### src/verilog/rsm_pkg.sv
// Purpose: shared constants and carriers of the receive level monitor
// Assumes: 8-bit register port, 100 MHz system clock
// Notes: register indexes are word indexes on the plain port
`default_nettype none
package rsm_pkg;
	// register indexes
	localparam logic [3:0] REG_CTRL = 4'h0; // mode bits
	localparam logic [3:0] REG_LBITS = 4'h1; // latch bit count
	localparam logic [3:0] REG_THR = 4'h2; // level threshold property
	localparam logic [3:0] REG_OFF = 4'h3; // level offset property
	localparam logic [3:0] REG_JTHR = 4'h4; // jump threshold property
	localparam logic [3:0] REG_JWIN = 4'h5; // jump window in levels
	localparam logic [3:0] REG_QRY = 4'h6; // write: start query
	localparam logic [3:0] REG_FRR = 4'h7; // fast read register
	localparam logic [3:0] REG_QCUR = 4'h8; // query: current level
	localparam logic [3:0] REG_QLAT = 4'h9; // query: latched level
	localparam logic [3:0] REG_STAT = 4'ha; // status flags
	// control field positions
	localparam int CTL_MODE = 0; // [1:0] latch event
	localparam int CTL_AVG = 2; // four-bit averaging
	localparam int CTL_JUP = 3; // jump up enable
	localparam int CTL_JDN = 4; // jump down enable
	localparam int CTL_JRST = 5; // restart rx on jump
	// status field positions
	localparam int ST_LATV = 0; // latched value captured
	localparam int ST_CCA = 1; // current above threshold
	localparam int ST_CCAL = 2; // latched above threshold
	localparam int ST_JMP = 3; // jump seen
	localparam int ST_QDONE = 4; // query answer ready
	// reset values
	localparam logic [7:0] CTRL_RST = 8'h00;
	localparam logic [7:0] LBITS_RST = 8'h04;
	localparam logic [7:0] THR_RST = 8'hff;
	localparam logic [7:0] OFF_RST = 8'h40;
	localparam logic [7:0] JTHR_RST = 8'h0c;
	localparam logic [2:0] JWIN_RST = 3'h3;
	// latch timing in bit times
	localparam logic [7:0] MIN_BITS = 8'h04;
	localparam logic [7:0] MIN_BITS_AVG = 8'h07;
	// query turnaround
	localparam int QRY_NS = 33000; // 33 us
	localparam int CLK_NS = 10;
	localparam int QRY_CYC = QRY_NS / CLK_NS;
	localparam logic [11:0] QRY_LAST = 12'(QRY_CYC - 1);
	// latch event selection
	typedef enum logic [1:0] {
		LM_PREAMBLE = 2'b00,
		LM_SYNC = 2'b01,
		LM_BITS = 2'b10,
		LM_NONE = 2'b11
	} rsm_mode_e;
	// register port request
	typedef struct packed {
		logic [3:0] addr;
		logic [7:0] wdata;
		logic wr;
		logic rd;
	} rsm_bus_s;
	// receive chain events, same clock domain
	typedef struct packed {
		logic rx_start; // receive mode entered
		logic preamble; // preamble detected
		logic sync; // sync word detected
	} rsm_evt_s;
endpackage : rsm_pkg
`default_nettype wire
### src/verilog/rsm_monitor.sv
// Purpose: receive signal level monitor with latch, threshold and jump detection
// Assumes: level_i is the post channel filter level; bit clock comes from a pin
// Notes: all state sits in one struct, one comb fill and one register stage
//
// Functional notes
// - measure level only after channel filter
// - fast read returns latched level
// - latch level once per packet
// - query returns latched and current level
// - query done about 33 us later
// - latch on preamble, sync or bits
// - per-bit or four-bit averaged level
// - averaging: latch no earlier than seven bits
// - clear latch at rx start, keep after
// - uncaptured latched level reads zero
// - notify when level above threshold
// - latched and unlatched threshold outputs
// - jump up and down separately enabled
// - jump sets flag, uses jump threshold
// - optional receive restart on jump
// - jump compares across programmable window
// - one level step is half dB
//
// Strobed register access and the register addresses were decided locally.
`timescale 1ns/1ps
`default_nettype none
module rsm_monitor #(
	parameter int HIST = 8 // history depth in levels; the deepest jump window reached is 7
) (
	input wire logic sys_clk_i, // system clock
	input wire logic nrst_i, // async reset, active low
	input wire logic ce_i, // clock enable
	input wire logic bit_clk_i, // receiver bit clock pin
	input wire logic [7:0] level_i, // filtered channel level
	input wire rsm_pkg::rsm_evt_s evt_i, // receive chain events
	input wire rsm_pkg::rsm_bus_s bus_i, // register port
	output logic [7:0] rdata_o, // read data, cycle after strobe
	output logic [7:0] level_o, // current level
	output logic [7:0] latched_o, // latched level
	output logic cca_o, // unlatched threshold
	output logic cca_latched_o, // latched threshold
	output logic jump_o, // jump flag
	output logic rx_restart_o // one-cycle restart request
);
	import rsm_pkg::*;

	// whole block state
	typedef struct packed {
		logic [2:0] bsync; // bit clock synchroniser
		logic bstab; // agreed bit clock level
		logic [7:0] ctrl;
		logic [7:0] lbits;
		logic [7:0] thr;
		logic [7:0] off; // stored for the host only
		logic [7:0] jthr;
		logic [2:0] jwin;
		logic [7:0] cur; // current level
		logic [7:0] lat; // latched level
		logic latv; // latch captured
		logic pend; // latch event seen
		logic [7:0] bitcnt; // bits since rx start
		logic [9:0] acc; // averaging sum
		logic [1:0] avgn; // samples in sum
		logic [HIST-1:0][7:0] hist; // past levels, newest first
		logic cca;
		logic ccal;
		logic jflag;
		logic rst;
		logic qbusy;
		logic qdone;
		logic [11:0] qcnt;
		logic [7:0] qcur;
		logic [7:0] qlat;
		logic [7:0] rdata;
	} rsm_state_s;

	rsm_state_s s_q, s_d; // registered state and next value
	logic tick; // one cycle per bit
	logic [7:0] minb; // least latch time
	logic [7:0] old; // level one window earlier
	logic [2:0] widx; // window index

	// bit tick on rising edge of the agreed bit clock
	assign tick = (s_q.bsync[1] == s_q.bsync[2]) && s_q.bsync[2] && !s_q.bstab;
	// averaging needs a longer settle before latching
	assign minb = s_q.ctrl[CTL_AVG] ? MIN_BITS_AVG : MIN_BITS;
	assign widx = (s_q.jwin == 3'h0) ? 3'h0 : 3'(s_q.jwin - 3'h1);
	assign old = s_q.hist[widx];

	// next state
	always_comb begin
		logic [9:0] sum;
		logic [7:0] nl;
		logic nv;
		logic up;
		logic dn;
		logic jset; // jump event in this cycle
		sum = 10'h000;
		jset = 1'b0;
		nl = 8'h00;
		nv = 1'b0;
		up = 1'b0;
		dn = 1'b0;
		s_d = s_q;
		s_d.rst = 1'b0;
		// first stage feeds only the second
		s_d.bsync = {s_q.bsync[1:0], bit_clk_i};
		if (s_q.bsync[1] == s_q.bsync[2]) begin
			s_d.bstab = s_q.bsync[2];
		end
		// level sampled per bit after the channel filter
		if (tick) begin
			sum = s_q.acc + {2'b00, level_i};
			if (s_q.ctrl[CTL_AVG]) begin
				// four-bit mean updated once per four bits
				s_d.acc = sum;
				s_d.avgn = s_q.avgn + 2'h1;
				if (s_q.avgn == 2'h3) begin
					nl = sum[9:2];
					nv = 1'b1;
					s_d.acc = 10'h000;
				end
			end else begin
				nl = level_i;
				nv = 1'b1;
				s_d.acc = 10'h000;
				s_d.avgn = 2'h0;
			end
			if (s_q.bitcnt != 8'hff) begin
				s_d.bitcnt = s_q.bitcnt + 8'h01;
			end
		end
		// new level: jump check against the window, then history shift
		if (nv) begin
			s_d.cur = nl;
			up = (nl > old) && (8'(nl - old) > s_q.jthr);
			dn = (old > nl) && (8'(old - nl) > s_q.jthr);
			if ((up && s_q.ctrl[CTL_JUP]) || (dn && s_q.ctrl[CTL_JDN])) begin
				s_d.jflag = 1'b1;
				jset = 1'b1;
				s_d.rst = s_q.ctrl[CTL_JRST];
			end
			for (int i = HIST - 1; i > 0; i--) begin
				s_d.hist[i] = s_q.hist[i-1];
			end
			s_d.hist[0] = nl;
		end
		// threshold: unsigned compare of current level
		s_d.cca = s_q.cur > s_q.thr;
		if (s_q.cca) begin
			s_d.ccal = 1'b1;
		end
		// latch event selection
		unique case (rsm_mode_e'(s_q.ctrl[1:0]))
			LM_PREAMBLE: begin
				if (evt_i.preamble) s_d.pend = 1'b1;
			end
			LM_SYNC: begin
				if (evt_i.sync) s_d.pend = 1'b1;
			end
			LM_BITS: begin
				if (s_q.bitcnt >= s_q.lbits) s_d.pend = 1'b1;
			end
			LM_NONE: begin
				s_d.pend = s_q.pend;
			end
		endcase
		// capture once, never before the least settle time
		if (s_q.pend && !s_q.latv && s_q.bitcnt >= minb) begin
			s_d.lat = s_q.cur;
			s_d.latv = 1'b1;
		end
		// query turnaround counter
		if (s_q.qbusy) begin
			s_d.qcnt = s_q.qcnt + 12'h001;
			if (s_q.qcnt == QRY_LAST) begin
				s_d.qbusy = 1'b0;
				s_d.qdone = 1'b1;
			end
		end
		// register writes
		if (bus_i.wr) begin
			unique case (bus_i.addr)
				REG_CTRL: s_d.ctrl = bus_i.wdata;
				REG_LBITS: s_d.lbits = (bus_i.wdata < MIN_BITS) ? MIN_BITS : bus_i.wdata;
				REG_THR: s_d.thr = bus_i.wdata;
				REG_OFF: s_d.off = bus_i.wdata;
				REG_JTHR: s_d.jthr = bus_i.wdata;
				REG_JWIN: s_d.jwin = bus_i.wdata[2:0];
				REG_QRY: begin
					// snapshot at the moment the query is taken
					s_d.qcur = s_q.cur;
					s_d.qlat = s_q.lat;
					s_d.qbusy = 1'b1;
					s_d.qdone = 1'b0;
					s_d.qcnt = 12'h000;
				end
				REG_STAT: begin
					// write one clears, a new set in the same cycle wins
					// a flag already up that is hit again must stay up
					if (bus_i.wdata[ST_JMP] && !jset) s_d.jflag = 1'b0;
					if (bus_i.wdata[ST_CCAL] && !s_q.cca) s_d.ccal = 1'b0;
				end
				default: s_d.rdata = s_d.rdata;
			endcase
		end
		// receive start clears the latch and restarts timing
		if (evt_i.rx_start) begin
			s_d.lat = 8'h00;
			s_d.latv = 1'b0;
			s_d.pend = 1'b0;
			s_d.bitcnt = 8'h00;
			s_d.acc = 10'h000;
			s_d.avgn = 2'h0;
			s_d.ccal = 1'b0;
		end
		// read data stands only in the cycle after the strobe
		s_d.rdata = 8'h00;
		if (bus_i.rd) begin
			unique case (bus_i.addr)
				REG_CTRL: s_d.rdata = s_q.ctrl;
				REG_LBITS: s_d.rdata = s_q.lbits;
				REG_THR: s_d.rdata = s_q.thr;
				REG_OFF: s_d.rdata = s_q.off;
				REG_JTHR: s_d.rdata = s_q.jthr;
				REG_JWIN: s_d.rdata = {5'h00, s_q.jwin};
				REG_FRR: s_d.rdata = s_q.lat;
				REG_QCUR: s_d.rdata = s_q.qcur;
				REG_QLAT: s_d.rdata = s_q.qlat;
				REG_STAT: s_d.rdata = {3'h0, s_q.qdone, s_q.jflag, s_q.ccal, s_q.cca, s_q.latv};
				default: s_d.rdata = 8'h00;
			endcase
		end
	end

	// single register stage, frozen while ce_i is low
	always_ff @(posedge sys_clk_i or negedge nrst_i) begin
		if (!nrst_i) begin
			s_q <= '0;
			s_q.ctrl <= CTRL_RST;
			s_q.lbits <= LBITS_RST;
			s_q.thr <= THR_RST;
			s_q.off <= OFF_RST;
			s_q.jthr <= JTHR_RST;
			s_q.jwin <= JWIN_RST;
		end else if (ce_i) begin
			s_q <= s_d;
		end
	end

	assign rdata_o = s_q.rdata;
	assign level_o = s_q.cur;
	assign latched_o = s_q.lat;
	assign cca_o = s_q.cca;
	assign cca_latched_o = s_q.ccal;
	assign jump_o = s_q.jflag;
	assign rx_restart_o = s_q.rst;
endmodule : rsm_monitor
`default_nettype wire

### config.mk
export PLATFORM = sky130hd
export DESIGN_NAME = rsm_monitor
export DESIGN_NICKNAME = d
export VERILOG_FILES = /design/src/verilog/rsm_pkg.sv /design/src/verilog/rsm_monitor.sv
export SDC_FILE = /design/constraint.sdc
export NUM_CORES = 1
export LEC_CHECK = 0
export BUFFER_PORTS_ARGS = -buffer_cell sky130_fd_sc_hd__buf_2
export CAP_MARGIN = 20
export CORE_MARGIN = 10
export CORE_UTILIZATION = 62
export DETAILED_ROUTE_END_ITERATION = 7
export HOLD_SLACK_MARGIN = 0.12
export PLACE_DENSITY_LB_ADDON = 0.15
export SLEW_MARGIN = 25
export SYNTH_ARGS = -nofsm -noshare
export SYNTH_HDL_FRONTEND = slang
export SYNTH_SLANG_ARGS = --single-unit
export TNS_END_PERCENT = 20
### constraint.sdc
create_clock -name sys_clk_i -period 5.25 [get_ports sys_clk_i]
set_input_delay 0.2625 -clock sys_clk_i [delete_from_list [all_inputs] [get_ports sys_clk_i]]
set_output_delay 0.2625 -clock sys_clk_i [all_outputs]
set_load 0.01 [all_outputs]
==> flow_summary.yaml, run 1 <==
drt:
  firstDrtPassIters: 8
  wl_met1_um: 11610
  met2WireLength_um: 12350
  wl_per_cell_um: 19.61
  drtIter0Drc: 726
  routed_wl_um: 26150
  vias: 8018
  drc: 0
  viasPerCell: 6.015
  ant_nets: 0
  highest_layer: "met4"
  wl_met3_um: 1375
worst_hold_path:
  hp-start: "bus_i[4]"
  holdCritPathClass: "primary input to register"
  hold_path_end: "s_q[149]"
  hold-path-cell-count: 3
power:
  peakVddDrop_mv: 0.3363
  p_leak_nw: 5.423
  power_density_nw_per_um2: 481.6
clocking:
  cts-buffers-inserted: 17
  cts_tree: "yes"
  cts_setup_buffers: 0
  clkLatencyLatePin_ns: 0.44
  clockBufferDepth: 2
  clk_pin_slew_ns: 0.06
  cts_sinks: 175
  htreeDepth: 4
  cts_root_buffer: "clkbuf_16"
placement:
  place_hpwl_um: 18340
  routabilityCongestion: 0.8947
  io_buffers: 56
grt:
  grt-ovfl-total: 0
  grt_pass1_vias: 8107
  antenna_found_initial: 0
  grt_pass1_wl_um: 42950
  grt_max_degree: 72
  track_usage: 0.2436
worst_setup_path:
  rr_endpoint: "rx_restart_o"
  cp-startpoint: "s_q[108]"
  rr_startpoint: "s_q[108]"
  reg2reg_slack_ns: 0.55
  cp-start-kind: "register"
  critical_path_class: "register to register"
  arrival_ns: 5.08
  reg2regPathDepth: 22
  crit_fanout: 10
  cp-end-kind: "register"
  cp.required_ns: 5.63
cells_and_area:
  fillCellCount: 1341
  multi_input_area_um2: 5320
  antenna_cells: 0
  final_cell_mix: "nand2_1, dfrtp_1, o21ai_0, ha_1, mux2_2"
  drive_above_1_share: 0.1662
  ff_latch_area_um2: 4397
  areaGrowthSynthToFinish_pct: 8.598
  nets: 1193
  final_common_cell: "nand2_1"
timing:
  layout_min_cycle_time_ns: 4.701
  drv_slew: 0
  min_period_over_period: 0.8953
  setup_viol: 0
  fin_setup_tns_ns: 0
  fin_worst_skew_ns: 0.006793
  timing.fmax_ghz: 0.2127
  finalHoldViolCount: 0
  worst_slew_pin_slew_ns: 1.041
  grt_setup_unrepaired: "false"
  holdWs_ns: 0.1387
  slew_headroom: 0.3007
synth:
  netlist_instances: 1086
  synth_cell_types: 67
  synth_edf_count: 0
  async_flop_share: 1.000
  synthFlopType: "dfrtp_1"
  ys_warn_count: 0
  synth-seq-cells: 175
  synth_area_um2: 10330
  syn_avg_cell_area_um2: 9.514
  ys_seq_area_frac: 0.4255
  synth_fp_nets: 1179
run_status:
  outcome: "completed"
floorplan:
  initial_core_util: 0.6275
  die_h_um: 149.1
  fp-row-count: 47
  die-area_um2: 22230
  core_um2: 16470
  die_x_um: 149.1
  io_pins: 57
flow_run:
  timing.max_cap.violations: 0
-- state kept, by name, indices dropped and copies added (netlist names) --
name / flops
jump_o: 1
s_q: 153
s_d: 2
cca_o: 1
latched_o: 8
rx_restart_o: 1
rdata_o: 8
cca_latched_o: 1
-- per-stage QoR --
stage	power [mW]	area (µm²)	instances	util	setup WS (ns)
6_report	5.404	11220	1333	0.6815	0.5494
5_1_grt	5.822	11220	1333	0.6815	0.1748
4_1_cts	5.417	11220	1333	0.6815	0.5810
3_5_place_dp	4.103	10580	1297	0.6425	0.5964
3_3_place_gp	4.048	10580	1297	0.6425	0.7159
2_1_floorplan	3.494	10330	1086	-	0.9819
-- synthesized netlist by cell type, drive strengths merged (4+ instances only) --
cell       n  share of area
xnor2     16          0.014
o22ai      7         0.0042
inv       56          0.020
a22o      24          0.020
a21o      16          0.012
dfstp     14          0.036
a221oi     5         0.0048
a21oi     36          0.018
ha        61          0.074
a32o       7         0.0068
mux2i     19          0.018
o21ai     83          0.041
nand3     11         0.0053
buf       53          0.032
dfrtp    161           0.39
mux2      57          0.062
nor3       7         0.0039
a22oi     11         0.0080
and2       9         0.0054
a211oi    12         0.0087
o221ai     6         0.0051
o2bb2ai    6         0.0051
nand2    200          0.073
and3       7         0.0042
nor2b     24          0.015
a31oi      4         0.0024
nand2b    15         0.0091
clkbuf    24         0.0087
xor2      15          0.013
o21a       5         0.0036
nand4     12         0.0073
or3        7         0.0047
nor2      49          0.018
-- cell families (layout without fill, tap and decap cells) --
group / count (synthesis) / count (layout) / synth area share
AOI/OAI and AO/OA: 247 / 247 / 0.1614
xor gates and xnor gates: 31 / 31 / 0.02628
adders and majority gates: 64 / 64 / 0.07968
buffers and inverters: 133 / 160 / 0.06067
DFF: 175 / 175 / 0.4255
muxes: 79 / 79 / 0.08707
and+or+nand+nor: 357 / 357 / 0.1594
-- how the worst max path moves through the flow --
| stage | to | slack [ns] | cells past startpoint |
|---|---|---|---|
| after CTS | rx_restart_o | 0.58 | 22 |
| after detailed placement | rx_restart_o | 0.60 | 23 |
| final | rx_restart_o | 0.55 | 22 |
| after global routing | rx_restart_o | 0.17 | 22 |
| after floorplan | rx_restart_o | 0.98 | 23 |
| after global placement | rx_restart_o | 0.72 | 23 |
-- final cells by class --
class / instances / area share
multi-input cells: 778 / 0.4741
inverters: 56 / 0.01873
well taps: 220 / 0.02453
flip-flops and latches: 175 / 0.3918
clock inverters: 10 / 0.01137
clock buffers: 22 / 0.04226
repair buffers: 72 / 0.03713
-- layer usage --
layer / GRT usage / up-vias
met1: 0.3186 / 3934
met5: 0 / -
met3: 0.04915 / 59
li1: - / 3809
met2: 0.3921 / 216
met4: 0.09028 / 0
-- where the power goes --
group	leakage (nW)	switching, mW	internal [mW]
registers	2.29	0.321	1.67
logic	2.85	1.19	0.924
clock network	0.281	0.551	0.745
total	5.42	2.07	3.34
-- worst max-delay path, cell delays in order, from the launching register on --
cell and delay [ns]:
dfrtp_1 0.38, ha_1 0.21, inv_1 0.07, fa_1 0.25
nor2b_4 0.05, o31a_1 0.27, o21a_1 0.20, o21ai_0 0.27
a41oi_2 0.18, nand2b_1 0.20, ha_1 0.44, a21oi_1 0.19
nor2b_1 0.05, o21ai_0 0.14, o21ai_0 0.10, nor2_1 0.14
xnor2_1 0.08, ha_1 0.30, nand4_1 0.12, a21o_1 0.17
a211o_1 0.25, a221oi_1 0.37, a22o_1 0.18
-- repair_timing --
| item | CTS | global route |
|---|---|---|
| endpoints found under the setup margin | 0 | 0 |
| hold buffers | 4 | 0 |
| resized for setup | 0 | 0 |
| hold endpoints to repair | 69 | 0 |
(Power assumes the default switching activity.)
==> run 2, diff against run 1 <==
--- a/config.mk
+++ b/config.mk
@@ -10,8 +10,9 @@
 export CORE_MARGIN = 10
 export CORE_UTILIZATION = 62
 export DETAILED_ROUTE_END_ITERATION = 7
+export GPL_ROUTABILITY_DRIVEN = 0
 export HOLD_SLACK_MARGIN = 0.12
-export PLACE_DENSITY_LB_ADDON = 0.15
+export PLACE_DENSITY = 0.81
 export SLEW_MARGIN = 25
 export SYNTH_ARGS = -nofsm -noshare
 export SYNTH_HDL_FRONTEND = slang
==> run 2 against run 1 <==
  * Worst setup slack got worse by 0.044 ns
  * Global-route usage down 0.50 points
  * Register-to-register slack got worse by 0.04 ns
  * Fmax down 0.93%
  * Highest routed layer unchanged
  * Non-clock buffer count fell by 2
  * Clock power is essentially flat
==> flow_summary.yaml, run 2 (synthesized netlist as in run 1, its figures left out) <==
floorplan:
  initial_core_util: 0.6275
  core_um2: 16470
  io_pins: 57
  die-area_um2: 22230
  fp-row-count: 47
  die_h_um: 149.1
  die_x_um: 149.1
clocking:
  cts_resized: 0
  clkLatencyLatePin_ns: 0.44
  cts-buffers-inserted: 17
  clockBufferDepth: 2
  clk_pin_slew_ns: 0.07
  cts_tree: "yes"
  cts_setup_buffers: 0
  cts_root_buffer: "clkbuf_16"
  htreeDepth: 4
  cts_sinks: 175
cells_and_area:
  max_flop_register: "s_q"
  largest_reg_flops: 153
  areaGrowthSynthToFinish_pct: 8.392
  drive_above_1_share: 0.1665
  antenna_cells: 0
  fillCellCount: 1313
  nets: 1191
  final_common_cell: "nand2_1"
  final_cell_mix: "nand2_1, dfrtp_1, o21ai_0, ha_1, mux2_2"
worst_setup_path:
  cp_num_buf_inv: 1
  reg2reg_slack_ns: 0.51
  cp-end-kind: "register"
  cp.required_ns: 5.63
  cp-start-kind: "register"
  cpPeakStageDelay_ns: 0.44
  cp_top_family: "compound AO/OA/AOI/OAI gates"
  rr_endpoint: "rx_restart_o"
  crit_slowest_cell: "ha_1"
  arrival_ns: 5.12
  crit_chain: "ha_1, inv_1, fa_1, nor2b_4, o31a_1, o21a_1, o21ai_0, a41oi_2, nand2b_1, ha_1, a21oi_1, nor2b_1, o21ai_0, o21ai_0, nor2_1, xnor2_1, ha_1, nand4_1, a21o_1, a211o_1, a221oi_1, a22o_1"
  rr_startpoint: "s_q[108]"
  reg2regPathDepth: 22
  crit_fanout: 10
  critical_path_class: "register to register"
drt:
  highest_layer: "met4"
  drc: 0
  wl_per_cell_um: 19.45
  viasPerCell: 6.064
  vias: 8071
  wl_met1_um: 10970
  routed_wl_um: 25880
  met2WireLength_um: 12270
  wl_met3_um: 1641
  ant_nets: 0
  drtIter0Drc: 590
  firstDrtPassIters: 5
grt:
  grt_max_degree: 68
  antenna_found_initial: 0
  grt-ovfl-total: 0
  grt_pass1_vias: 7997
  grt_pass1_wl_um: 42350
  track_usage: 0.2386
run_status:
  outcome: "completed"
timing:
  finalHoldViolCount: 0
  worst_slew_pin_slew_ns: 1.055
  layout_min_cycle_time_ns: 4.745
  fin_setup_tns_ns: 0
  slew_headroom: 0.2912
  timing.fmax_ghz: 0.2108
  worst_slack_ns: 0.5054
  fin_worst_skew_ns: 0.009368
  min_period_over_period: 0.9037
  holdWs_ns: 0.1312
  drv_slew: 0
  grt_setup_unrepaired: "false"
  setup_viol: 0
worst_hold_path:
  holdCritPathClass: "primary input to register"
  hold_path_end: "s_q[154]"
  hp-start: "bus_i[9]"
  hold-path-cell-count: 3
power:
  power_mw: 5.434
  power_density_nw_per_um2: 485.2
  p_leak_nw: 5.423
  peakVddDrop_mv: 0.3489
flow_run:
  timing.max_cap.violations: 0
placement:
  dp_worst_setup_slack_ns: 0.5616
  io_buffers: 56
  place_hpwl_um: 17970
-- run 2: cell count changes in the layout (fill, tap and decap cells not counted), sizes merged --
cell and change:
clkinvlp -2, dlygate4sd3 -2, clkinv +1, inv +1
-- run 2: worst max-delay path by stage --
stage / from / end / slack [ns] / cells after the start
finish: s_q[108] / rx_restart_o / 0.51 / 22
global placement: level_i[0] / rx_restart_o / 0.77 / 23
floorplan: s_q[108] / rx_restart_o / 0.98 / 23
CTS: s_q[108] / rx_restart_o / 0.54 / 22
detailed placement: level_i[0] / rx_restart_o / 0.56 / 23
global route: s_q[108] / rx_restart_o / 0.1 / 22
-- run 2: repair_timing --
action                     4_1_cts  5_1_grt
setup endpoints to repair        0        0
hold buffers                     2        0
hold endpoints to repair        60        0
-- run 2: power breakdown --
part           internal [mW]  total (mW)  switching (mW)
sequential              1.67        2.00           0.335
combinational          0.919        2.12            1.21
clock                  0.746        1.31           0.561
total                   3.33        5.43            2.10
-- run 2: stage by stage --
stage	std cells	util	instance area (µm²)
4_1_cts	1331	0.6802	11200
2_1_floorplan	1086	-	10330
3_5_place_dp	1297	0.6425	10580
5_1_grt	1331	0.6802	11200
3_3_place_gp	1297	0.6425	10580
6_report	1331	0.6802	11200
-- run 2: layout make-up --
cell class,count,area (µm²),share of cell area
Clock buffer,22,474.2,0.04234
Clock inverter,10,126.4,0.01128
Multi-Input combinational cell,778,5320,0.4750
Inverter,56,210.2,0.01877
Sequential cell,175,4397,0.3926
Timing Repair Buffer,70,396.6,0.03541
Tap cell,220,275.3,0.02458
-- run 2: worst register-to-register path, stage by stage (launching register included) --
cell	delay, ns
dfrtp_1	0.38
ha_1	0.21
inv_1	0.07
fa_1	0.25
nor2b_4	0.06
o31a_1	0.27
o21a_1	0.19
o21ai_0	0.26
a41oi_2	0.19
nand2b_1	0.20
ha_1	0.44
a21oi_1	0.21
nor2b_1	0.06
o21ai_0	0.14
o21ai_0	0.10
nor2_1	0.13
xnor2_1	0.08
ha_1	0.29
nand4_1	0.12
a21o_1	0.17
a211o_1	0.25
a221oi_1	0.42
a22o_1	0.19
-- run 2: layer usage --
layer  up-vias  global-route usage
met5         -                   0
met4         0              0.1070
met3        66             0.05613
met2       250              0.3826
met1      3952              0.3011
li1       3803                   -
